**src/rdi_defines.svh**
```systemverilog
// Offsets, reset values, field positions and codes of the receive event flags.
// Assumes a byte-addressed register bus with one 32-bit word per register.
`ifndef RDI_DEFINES_SVH
`define RDI_DEFINES_SVH
`define RDI_FLAGS_OFS 12'h348
`define RDI_EN_OFS 12'h34c
`define RDI_CTL_OFS 12'h350
`define RDI_FLAGS_RST 32'h0000_0000
`define RDI_EN_RST 32'h0000_0000
`define RDI_CTL_RST 2'h0
`define RDI_RSVD_BIT 7
`define RDI_RSVD_MASK 32'h0000_0080
`define RDI_ONE_MSB 31
`define RDI_ONE_LSB 16
`define RDI_ZERO_MSB 15
`define RDI_CTL_BUSY 0
`define RDI_CTL_TARDY 1
`define RDI_ACK_BUSY 4'h4
`define RDI_ACK_TARDY 4'hb
`endif

```
**src/rdi_pkg.sv**
```systemverilog
// Types shared by the receive event flag block and its surroundings.
// Assumes the receive path drives event strobes on the same clock.
package rdi_pkg;

   // =====================================================
   // Avalon-MM request from the bus master.
   typedef struct packed {
      logic read;
      logic write;
      logic [11:0] address;
      logic [31:0] writedata;
      logic [3:0] byteenable;
   } rdi_avs_req_t;

   // =====================================================
   // One-cycle event strobes from the receive path.
   typedef struct packed {
      logic [7:0] abort_buf;
      logic [7:0] done_buf;
      logic steer_err_b;
      logic steer_err_a;
      logic order_err_b;
      logic order_err_a;
      logic crc_fail;
      logic no_target;
      logic illegal_txn;
      logic busied_off;
      logic reset_cmd;
      logic sid_done;
   } rdi_ev_t;

   // =====================================================
   // Per-stream indicators.
   typedef struct packed {
      logic parity;
      logic mode_chk;
      logic [1:0] mode_det;
      logic [1:0] mode_cfg;
   } rdi_strm_t;

endpackage

```
**src/rdi_rx_flags.sv**
```systemverilog
// Receive event flags, their enables and the two summary interrupts.
// Assumes event inputs are synchronous to i_mclk and one cycle wide.
`timescale 1ns/1ps
`default_nettype none
`include "rdi_defines.svh"

// Contract
// - Bits 31:24 latch a per-buffer flag when a packet for that buffer aborts.
// - Bits 23:16 latch a per-buffer flag when a packet is confirmed there.
// - Bit 15 or 14 latches when stream B or A parity indicator changes.
// - Bit 13 or 12 latches when detected crypt mode differs from cipher setting.
// - Bit 11 or 10 latches on a video header steering error, B or A.
// - Bit 9 or 8 latches on a video sequence error, B or A.
// - Bit 7 is reserved, ignores writes and reads zero.
// - Bit 6 latches whenever a packet is answered with the busy code.
// - Bit 5 latches when a received payload check fails.
// - No valid buffer address aborts the packet and latches bit 4.
// - An illegal transaction code aborts the packet and latches bit 3.
// - Bit 2 latches when a packet is busied off for non-idle receivers.
// - Bit 1 latches on a quadlet write to the command-reset register.
// - Bit 0 latches when self-identification ends and all packets are stored.
// - Enables 31:16 route their flags to summary interrupt one.
// - Enable 15 routes the stream B parity flag to summary interrupt zero.
// - A cleared enable masks its flag; the flag still records events.
// - Enables 14 to 8 and 6 to 0 route their flags to summary interrupt zero.
// - Busy acknowledge uses code 4; busy-all beats tardy acknowledge.
module rdi_rx_flags (
   // Clock and reset.
   input wire logic i_mclk,
   input wire logic i_rstn,
   // Register bus.
   input wire rdi_pkg::rdi_avs_req_t i_avs,
   output logic [31:0] o_readdata,
   output logic o_waitrequest,
   // Receive path events.
   input wire rdi_pkg::rdi_ev_t i_ev,
   input wire rdi_pkg::rdi_strm_t i_strm_a,
   input wire rdi_pkg::rdi_strm_t i_strm_b,
   // Acknowledge request.
   input wire logic i_ack_req,
   input wire logic [3:0] i_ack_code,
   output logic o_ack_valid,
   output logic [3:0] o_ack_code,
   output logic o_pkt_abort,
   // Summary interrupts.
   output logic o_irq_zero,
   output logic o_irq_one
);
   import rdi_pkg::*;

   // =====================================================
   // Helper functions.

   // Merges write data into an old word under byte enables.
   function automatic logic [31:0] rdi_merge(
      input logic [31:0] old,
      input logic [31:0] wd,
      input logic [3:0] be
   );
      logic [31:0] res;
      res = old;
      for (int i = 0; i < 4; i++) begin
         if (be[i]) begin
            res[i*8 +: 8] = wd[i*8 +: 8];
         end
      end
      return res;
   endfunction

   // Compares a detected mode against the configured one.
   function automatic logic rdi_mis(input rdi_strm_t s);
      return s.mode_chk && (s.mode_det != s.mode_cfg);
   endfunction

   // =====================================================
   // Registers.
   logic [31:0] flags_ff;
   logic [31:0] nxt_flags;
   logic [31:0] en_ff;
   logic [31:0] nxt_en;
   logic [1:0] ctl_ff;
   logic [1:0] nxt_ctl;
   logic ack_ff;
   logic wait_ff;
   logic [31:0] rdata_ff;
   logic prime_ff;
   logic par_a_ff;
   logic par_b_ff;
   logic ackv_ff;
   logic [3:0] ackc_ff;
   logic [3:0] nxt_ackc;
   logic abort_ff;
   logic irq0_ff;
   logic irq1_ff;

   // =====================================================
   // Bus decode.
   wire bus_req = i_avs.read | i_avs.write;
   wire bus_take = bus_req & ~ack_ff;
   wire hit_flags = (i_avs.address == `RDI_FLAGS_OFS);
   wire hit_en = (i_avs.address == `RDI_EN_OFS);
   wire hit_ctl = (i_avs.address == `RDI_CTL_OFS);
   wire wr_now = ack_ff & i_avs.write;
   wire clr_now = ack_ff & i_avs.read & hit_flags;
   wire [31:0] rd_val =
      hit_flags ? (flags_ff & ~`RDI_RSVD_MASK) :
      hit_en ? (en_ff & ~`RDI_RSVD_MASK) :
      hit_ctl ? {30'h0, ctl_ff} : 32'h0;

   // =====================================================
   // Event decode.
   wire par_chg_a = prime_ff & (i_strm_a.parity != par_a_ff);
   wire par_chg_b = prime_ff & (i_strm_b.parity != par_b_ff);
   wire mis_a = rdi_mis(i_strm_a);
   wire mis_b = rdi_mis(i_strm_b);
   wire busy_all = ctl_ff[`RDI_CTL_BUSY];
   wire tardy = ctl_ff[`RDI_CTL_TARDY];

   // Busy-all overrides tardy; with neither set the path's own code passes.
   assign nxt_ackc = busy_all ? `RDI_ACK_BUSY :
      tardy ? `RDI_ACK_TARDY : i_ack_code;
   wire busy_sent = i_ack_req & (nxt_ackc == `RDI_ACK_BUSY);
   wire pkt_abort = i_ev.no_target | i_ev.illegal_txn;

   // Hardware set vector in flag bit order.
   wire [31:0] hw_set = {
      i_ev.abort_buf,
      i_ev.done_buf,
      par_chg_b, par_chg_a,
      mis_b, mis_a,
      i_ev.steer_err_b, i_ev.steer_err_a,
      i_ev.order_err_b, i_ev.order_err_a,
      1'b0,
      busy_sent,
      i_ev.crc_fail,
      i_ev.no_target,
      i_ev.illegal_txn,
      i_ev.busied_off,
      i_ev.reset_cmd,
      i_ev.sid_done
   };

   // =====================================================
   // Next-state values.

   // Only bits actually returned by the read are cleared; set wins.
   wire [31:0] clr_mask = clr_now ? rdata_ff : 32'h0;
   assign nxt_flags = ((flags_ff & ~clr_mask) | hw_set)
      & ~`RDI_RSVD_MASK;
   wire [31:0] en_wr = rdi_merge(en_ff, i_avs.writedata, i_avs.byteenable);
   assign nxt_en = (wr_now & hit_en) ? (en_wr & ~`RDI_RSVD_MASK) : en_ff;
   wire [31:0] ctl_wr = rdi_merge({30'h0, ctl_ff}, i_avs.writedata,
      i_avs.byteenable);
   assign nxt_ctl = (wr_now & hit_ctl) ? ctl_wr[1:0] : ctl_ff;

   // Summaries follow the masked flags in the same cycle.
   wire nxt_irq1 = |(nxt_flags[`RDI_ONE_MSB:`RDI_ONE_LSB] &
      nxt_en[`RDI_ONE_MSB:`RDI_ONE_LSB]);
   wire nxt_irq0 = |(nxt_flags[`RDI_ZERO_MSB:0] &
      nxt_en[`RDI_ZERO_MSB:0]);

   // =====================================================
   // Bus handshake.
   always_ff @(posedge i_mclk) begin
      if (!i_rstn) begin
         ack_ff <= 1'b0;
         wait_ff <= 1'b1;
         rdata_ff <= 32'h0;
      end else begin
         ack_ff <= bus_take;
         wait_ff <= ~bus_take;
         if (bus_take & i_avs.read) begin
            rdata_ff <= rd_val;
         end
      end
   end

   // =====================================================
   // Register file.
   always_ff @(posedge i_mclk) begin
      if (!i_rstn) begin
         flags_ff <= `RDI_FLAGS_RST;
         en_ff <= `RDI_EN_RST;
         ctl_ff <= `RDI_CTL_RST;
      end else begin
         flags_ff <= nxt_flags;
         en_ff <= nxt_en;
         ctl_ff <= nxt_ctl;
      end
   end

   // =====================================================
   // Parity indicator history.
   always_ff @(posedge i_mclk) begin
      if (!i_rstn) begin
         prime_ff <= 1'b0;
         par_a_ff <= 1'b0;
         par_b_ff <= 1'b0;
      end else begin
         prime_ff <= 1'b1;
         par_a_ff <= i_strm_a.parity;
         par_b_ff <= i_strm_b.parity;
      end
   end

   // =====================================================
   // Acknowledge, abort and interrupt outputs.
   always_ff @(posedge i_mclk) begin
      if (!i_rstn) begin
         ackv_ff <= 1'b0;
         ackc_ff <= 4'h0;
         abort_ff <= 1'b0;
         irq0_ff <= 1'b0;
         irq1_ff <= 1'b0;
      end else begin
         ackv_ff <= i_ack_req;
         ackc_ff <= i_ack_req ? nxt_ackc : ackc_ff;
         abort_ff <= pkt_abort;
         irq0_ff <= nxt_irq0;
         irq1_ff <= nxt_irq1;
      end
   end

   assign o_readdata = rdata_ff;
   assign o_waitrequest = wait_ff;
   assign o_ack_valid = ackv_ff;
   assign o_ack_code = ackc_ff;
   assign o_pkt_abort = abort_ff;
   assign o_irq_zero = irq0_ff;
   assign o_irq_one = irq1_ff;
endmodule // rdi_rx_flags
`default_nettype wire

```
**config.mk**
```make
export PLATFORM = sky130hd
export DESIGN_NAME = rdi_rx_flags
export DESIGN_NICKNAME = d
export VERILOG_FILES = /design/src/rdi_pkg.sv /design/src/rdi_rx_flags.sv
export VERILOG_INCLUDE_DIRS = /design/src
export SDC_FILE = /design/constraint.sdc
export NUM_CORES = 1
export LEC_CHECK = 0
export BUFFER_PORTS_ARGS = -buffer_cell sky130_fd_sc_hd__buf_2
export CAP_MARGIN = 20
export CORE_ASPECT_RATIO = 0.5
export CORE_UTILIZATION = 40
export DETAILED_ROUTE_END_ITERATION = 8
export GPL_ROUTABILITY_DRIVEN = 0
export GPL_TIMING_DRIVEN = 0
export HOLD_SLACK_MARGIN = 0.08
export MAX_ROUTING_LAYER = met4
export PLACE_DENSITY = 0.74
export RECOVER_POWER = 25
export SKIP_CTS_REPAIR_TIMING = 1
export SLEW_MARGIN = 40
export SYNTH_ARGS = -nofsm -noshare
export SYNTH_HDL_FRONTEND = slang
export SYNTH_SLANG_ARGS = --single-unit
```
**constraint.sdc**
```tcl
create_clock -name i_mclk -period 5 [get_ports i_mclk]
set_clock_uncertainty 0.2 [all_clocks]
set_input_delay 0.75 -clock i_mclk [delete_from_list [all_inputs] [get_ports i_mclk]]
set_output_delay 0.75 -clock i_mclk [all_outputs]
set_load 0.02 [all_outputs]
```
==> impl_metrics.csv, run 1 <==
group,metric,value,unit
logic_synthesis,synth_common_cells,"110 x sky130_fd_sc_hd__nor2_1, 108 x sky130_fd_sc_hd__dfxtp_1, 36 x sky130_fd_sc_hd__mux2i_1",
logic_synthesis,synth.yosys.seq_area_share,0.489,
setup_path,worst-path-max-fanout,8,
setup_path,worst_ep_arrival_time,3.74,ns
logic_synthesis,synth_seq_cells,108,
placed_design,portBuffers,132,
logic_synthesis,ys_async_sr_fraction,0,
floorplan,start_util,0.422,
setup_path,path_cells,"buf_2 -> or4b_1 -> clkbuf_2 -> nor4_4 -> mux2i_1 -> o22ai_1 -> or4_1 -> o41a_1",
drt,detailroute.via_count,4294,
timing,slew_viol_final,0,
clock_tree,cts_inserted_buffers,9,
setup_path,worst_path_max_delay_cell,"sky130_fd_sc_hd__nor4_4",
floorplan,die_w,151,um
pwr,power_density,343,nW/um^2
timing,tns,0,ns
setup_path,r2r_slack,1.86,ns
clock_tree,cts.htree.levels,3,
timing,final_min_period_over_clock_period,0.743,
worst_hold_path,hold_path.class,"reg -> reg",
global_route,gr-total-overflow,0,
pwr,p_total,1.92,mW
drt,routed_via_density,5.57,
outcome,run_status,"finished, final reports clean",
clock_tree,tritoncts,"done",
logic_synthesis,yosysUniqueCellTypes,49,
global_route,first_global_vias,4228,
logic_synthesis,syn_inst,482,
drt,drt-pass1-iter-count,5,
drt,detailedRoute.firstIterationViolations,307,
floorplan,floorplan.die_area,11500,sq um
logic_synthesis,post_synth_instance_area,4420,sq um
pwr,ir_drop,0.192,mV
drt,avgRoutedWirePerCell,17.1,um
drt,postRouteWirelength,13.2,mm
job,drv.max_cap_violation_count,0,
logic_synthesis,post-synth-top-count-cell,"sky130_fd_sc_hd__nor2_1",
floorplan,fp.dieH,76.4,um
layout,drive_above_1_share,0.208,
layout,nets,722,
clock_tree,worst_setup_hold_path_clk_slew,0.07,ns
drt,drc,0,
clock_tree,worstSkewPairLatency,0.35,ns
global_route,grt_start_max_net_pins,17,
timing,timing.final.crit_period,3.71,ns
clock_tree,root_buffer_cell,"sky130_fd_sc_hd__clkbuf_16",
global_route,grt_util_all_layers,0.244,
logic_synthesis,ys_dominant_reg_cell,"sky130_fd_sc_hd__dfxtp_1",
floorplan,rows,26,
logic_synthesis,synth.top_cells.by_area,"sky130_fd_sc_hd__dfxtp_1 49%, sky130_fd_sc_hd__nor2_1 9.3%, sky130_fd_sc_hd__mux2i_1 8.1%",
timing,report.final.setup_viol,0,
logic_synthesis,yosys_warnings,0,
timing,final_hold_viol_count,0,
clock_tree,buffer_depth_of_the_longest_clock_path,2,
timing,slew-limit-headroom,0.446,
logic_synthesis,syn-num-nets,577,
clock_tree,cts_sinks,108,
pwr,leakagePower,2.26,nW
timing,setup_repair_after_global_routing_missed_its_margin,"false",
setup_path,path_class,"in -> reg",
logic_synthesis,synth_area_per_cell,9.18,sq um
setup_path,slowest_delay,0.76,ns
drt,antenna_left,0,
timing,timing_worst_slew_pin_value,0.824,ns
setup_path,critical_path.startpoint_type,"input port",
floorplan,io_pins,136,
logic_synthesis,yosysTopAreaCell,"sky130_fd_sc_hd__dfxtp_1",
layout,relative_area_change_from_synthesis_to_final_layout,26.3,%
setup_path,timing.critical_path.required,5.03,ns
floorplan,coreArea,10500,sq um
layout,antenna_cells,0,
placed_design,detailed_place_hpwl,9.59,mm
logic_synthesis,count_of_flip_flops_with_a_built_in_enable_after_synthesis,0,
timing,max_freq,269,MHz
logic_synthesis,netlist.area_leader.share,0.489,
global_route,grt_antenna_before_repair,0,
setup_path,worstSetupEndpointType,"flop",
global_route,first_pass_grt_wire_length,21.0,mm
-- state kept, by name, indices dropped and copies added, names as in the netlist, 2 cells and up --
signal	flops
o_ack_code	4
flags_ff	31
en_ff	31
ctl_ff	2
o_readdata	31
-- critical path: cells and delay by family --
kind | cells | cell delay (ns)
and+or+nand+nor | 3 | 1.82
AOI/OAI and AO/OA | 2 | 0.55
buffers and inverters | 2 | 0.31
muxes | 1 | 0.31
-- report_power, final --
| part | switching [mW] | total, mW | internal (mW) |
|---|---|---|---|
| clock network | 0.312 | 0.775 | 0.463 |
| registers | 0.0278 | 0.929 | 0.902 |
| logic | 0.129 | 0.214 | 0.0849 |
| total | 0.469 | 1.92 | 1.45 |
-- cells by family (layout without fill, tap and decap cells) --
kind of cell / count (synthesis) / count (layout) / synth area share
muxes: 36 / 36 / 0.0814
and+or+nand+nor: 200 / 200 / 0.219
xor gates and xnor gates: 6 / 6 / 0.0119
DFF: 108 / 108 / 0.489
other: 1 / 1 / 0.000848
AOI/OAI and AO/OA: 87 / 87 / 0.158
buffers and inverters: 44 / 193 / 0.0404
-- stage by stage --
step            util  worst slack (ns)  hold slack, ns  cells  area, sq um
6_report       0.533              1.29           0.292    771         5590
5_1_grt        0.533              1.18           0.329    771         5590
4_1_cts        0.536              1.29           0.297    769         5610
3_5_place_dp   0.505             0.930           0.280    754         5290
3_3_place_gp   0.502             0.626           0.273    754         5260
2_1_floorplan      -              1.20           0.268    482         4420
-- metal layers --
metal	global-route usage	vias to the layer above	wire, um
li1	-	2051	-
met2	0.384	167	6010
met3	0.0515	21	980
met4	0.0810	0	254
met1	0.312	2055	5910
met5	-	-	0
-- path summary, 6_finish.rpt --
| path | from | endpoint | depth (start not counted) |
|---|---|---|---|
| setup / recovery | i_avs[40] | o_irq_zero$_SDFF_PN0_ | 8 |
| hold / removal | o_ack_code[3]$_SDFFE_PN0P_ | o_ack_code[3]$_SDFFE_PN0P_ | 2 |
| setup reg to reg | ack_ff$_SDFF_PN0_ | o_irq_zero$_SDFF_PN0_ | 7 |
| hold reg to reg | o_ack_code[3]$_SDFFE_PN0P_ | o_ack_code[3]$_SDFFE_PN0P_ | 2 |
-- cells in the final DEF (no fill, tap or decap), drive strengths merged, types with 2 or more instances in the layout --
| cell | count |
|---|---|
| nor2 | 110 |
| dfxtp | 108 |
| buf | 106 |
| clkbuf | 72 |
| mux2i | 36 |
| a221oi | 33 |
| nor3 | 30 |
| a311oi | 16 |
| o22ai | 16 |
| nand2b | 13 |
| inv | 11 |
| nand2 | 10 |
| nor4 | 8 |
| a21oi | 7 |
| nor2b | 5 |
| xnor2 | 4 |
| and2 | 4 |
| nand4 | 3 |
| nor4b | 2 |
| or4bb | 2 |
| a222oi | 2 |
| a211oi | 2 |
| xor2 | 2 |
| nand3 | 2 |
| o22a | 2 |
| o221a | 2 |
| bufinv | 2 |
| or4b | 2 |
| or4 | 2 |
-- cell type report --
cell class | count | area [sq um]
Buffer | 33 | 138
Clock buffer | 11 | 253
Clock inverter | 4 | 72.6
Fill cell | 997 | 4890
Inverter | 11 | 41.3
Multi-Input combinational cell | 330 | 2110
Sequential cell | 108 | 2160
Tap cell | 140 | 175
Timing Repair Buffer | 134 | 637
Note: power is estimated with default switching activity, not from simulation.
==> run 2, diff against run 1 <==
Clock period 5 ns to 3.6 ns, I/O delays scaled along.
==> impl_metrics.csv, run 2 (synthesis gave the netlist of run 1 again) <==
group,metric,value,unit
timing,timing_worst_slew_pin_value,0.825,ns
global_route,grt_antenna_before_repair,0,
placed_design,detailed_place_hpwl,9.59,mm
setup_path,worst_r2r_endpoint,"o_irq_zero$_SDFF_PN0_",
layout,layout.area.seq,2160,sq um
layout,antenna_cells,0,
global_route,first_pass_grt_wire_length,21.0,mm
drt,postRouteWirelength,13.1,mm
layout,mostFrequentLayoutCells,"110 x sky130_fd_sc_hd__nor2_1, 108 x sky130_fd_sc_hd__dfxtp_1, 102 x sky130_fd_sc_hd__buf_2",
pwr,ir_drop,0.267,mV
drt,detail_route.wirelength.met1,5.88,mm
timing,report.final.setup_viol,0,
drt,routed_via_density,5.52,
clock_tree,worst_setup_hold_path_clk_slew,0.07,ns
global_route,gr-total-overflow,0,
placed_design,portBuffers,132,
worst_hold_path,min_delay_path_depth,3,
pwr,power_density,477,nW/um^2
floorplan,floorplan.die_area,11500,sq um
timing,hold_slack_final,0.216,ns
setup_path,worstSetupEndpointType,"flop",
clock_tree,worstSkewPairLatency,0.35,ns
layout,final_common_cell,"sky130_fd_sc_hd__nor2_1",
drt,met2WireLength,6.05,mm
timing,timing.final.crit_period,3.48,ns
pwr,leakagePower,2.26,nW
timing,tns,0,ns
layout,drive_above_1_share,0.208,
setup_path,path_class,"in -> reg",
timing,slew_viol_final,0,
setup_path,rr_startpoint,"ack_ff$_SDFF_PN0_",
drt,drt-pass1-iter-count,5,
clock_tree,tritoncts,"done",
drt,detailedRoute.firstIterationViolations,295,
setup_path,setup.worst_path.end,"o_irq_zero$_SDFF_PN0_",
clock_tree,root_buffer_cell,"sky130_fd_sc_hd__clkbuf_16",
floorplan,io_pins,136,
worst_hold_path,hold_path.class,"in -> reg",
drt,antenna_left,0,
floorplan,die_w,151,um
timing,final_min_period_over_clock_period,0.968,
outcome,run_status,"finished, final reports clean",
drt,avgRoutedWirePerCell,17.0,um
setup_path,r2r_slack,0.47,ns
drt,drc,0,
layout,fillCellCount,997,
setup_path,critical_path.startpoint_type,"input port",
timing,final_hold_viol_count,0,
clock_tree,cts.htree.levels,3,
global_route,grt_util_all_layers,0.244,
layout,fin_area,5590,sq um
setup_path,worst_ep_arrival_time,3.51,ns
clock_tree,cts_sinks,108,
global_route,first_global_vias,4228,
setup_path,r2r_cells,7,
layout,nets,722,
clock_tree,buffer_depth_of_the_longest_clock_path,2,
timing,slew-limit-headroom,0.446,
global_route,grt_start_max_net_pins,17,
floorplan,rows,26,
setup_path,timing.critical_path.required,3.63,ns
floorplan,coreArea,10500,sq um
layout,relative_area_change_from_synthesis_to_final_layout,26.3,%
pwr,p_total,2.67,mW
timing,max_freq,287,MHz
floorplan,start_util,0.422,
placed_design,placed_cell_area,5290,sq um
clock_tree,cts_inserted_buffers,9,
drt,detailroute.via_count,4256,
drt,top_layer,"met4",
floorplan,fp.dieH,76.4,um
setup_path,worst-path-max-fanout,8,
timing,setup_repair_after_global_routing_missed_its_margin,"false",
setup_path,critPathLaunch,"i_avs[37]",
job,drv.max_cap_violation_count,0,
layout,multi_input_area,2110,sq um
drt,route.met3.wl,1.01,mm
-- run 2: cell counts in the layout (fill, tap and decap cells not counted) --
No cell type changed its count.
-- run 2: routing by layer --
metal | global-route usage | vias up
met4 | 0.0810 | 0
met2 | 0.384 | 161
met5 | - | -
li1 | - | 2048
met3 | 0.0515 | 17
met1 | 0.312 | 2030
-- run 2: worst max-delay path: stages --
cell                      delay [ns]
sky130_fd_sc_hd__buf_2          0.10
sky130_fd_sc_hd__or4bb_1        0.48
sky130_fd_sc_hd__buf_2          0.20
sky130_fd_sc_hd__nor4_4         0.77
sky130_fd_sc_hd__mux2i_1        0.31
sky130_fd_sc_hd__o22ai_1        0.10
sky130_fd_sc_hd__or4_1          0.56
sky130_fd_sc_hd__o41a_1         0.45
-- run 2: layout make-up --
type | count | area share
clock inverters | 4 | 0.0130
multi-input cells | 330 | 0.378
inverters | 11 | 0.00739
flip-flops and latches | 108 | 0.387
plain buffers | 33 | 0.0246
well taps | 140 | 0.0313
clock buffers | 11 | 0.0452
repair buffers | 134 | 0.114
-- run 2: worst min path at each step --
stage                                     from                         end  slack (ns)
floorplan               flags_ff[9]$_SDFF_PN0_      flags_ff[9]$_SDFF_PN0_        0.27
global placement    o_ack_code[0]$_SDFFE_PN0P_  o_ack_code[0]$_SDFFE_PN0P_        0.27
detailed placement  o_ack_code[3]$_SDFFE_PN0P_  o_ack_code[3]$_SDFFE_PN0P_        0.28
CTS                                     i_rstn            prime_ff$_DFF_P_        0.20
global route                          i_ev[20]     flags_ff[26]$_SDFF_PN0_        0.22
finish                                i_ev[10]     flags_ff[16]$_SDFF_PN0_        0.22
-- run 2: per-stage QoR --
stage          utilization  std cells  worst slack [ns]
2_1_floorplan            -        482           0.00764
3_3_place_gp         0.502        754            -0.564
3_5_place_dp         0.505        754            -0.260
4_1_cts              0.536        769            0.0955
5_1_grt              0.533        771            0.0222
6_report             0.533        771             0.117
-- run 2: power breakdown --
part | total, mW | internal (mW) | switching [mW]
registers | 1.29 | 1.25 | 0.0388
logic | 0.297 | 0.118 | 0.179
clock network | 1.08 | 0.643 | 0.436
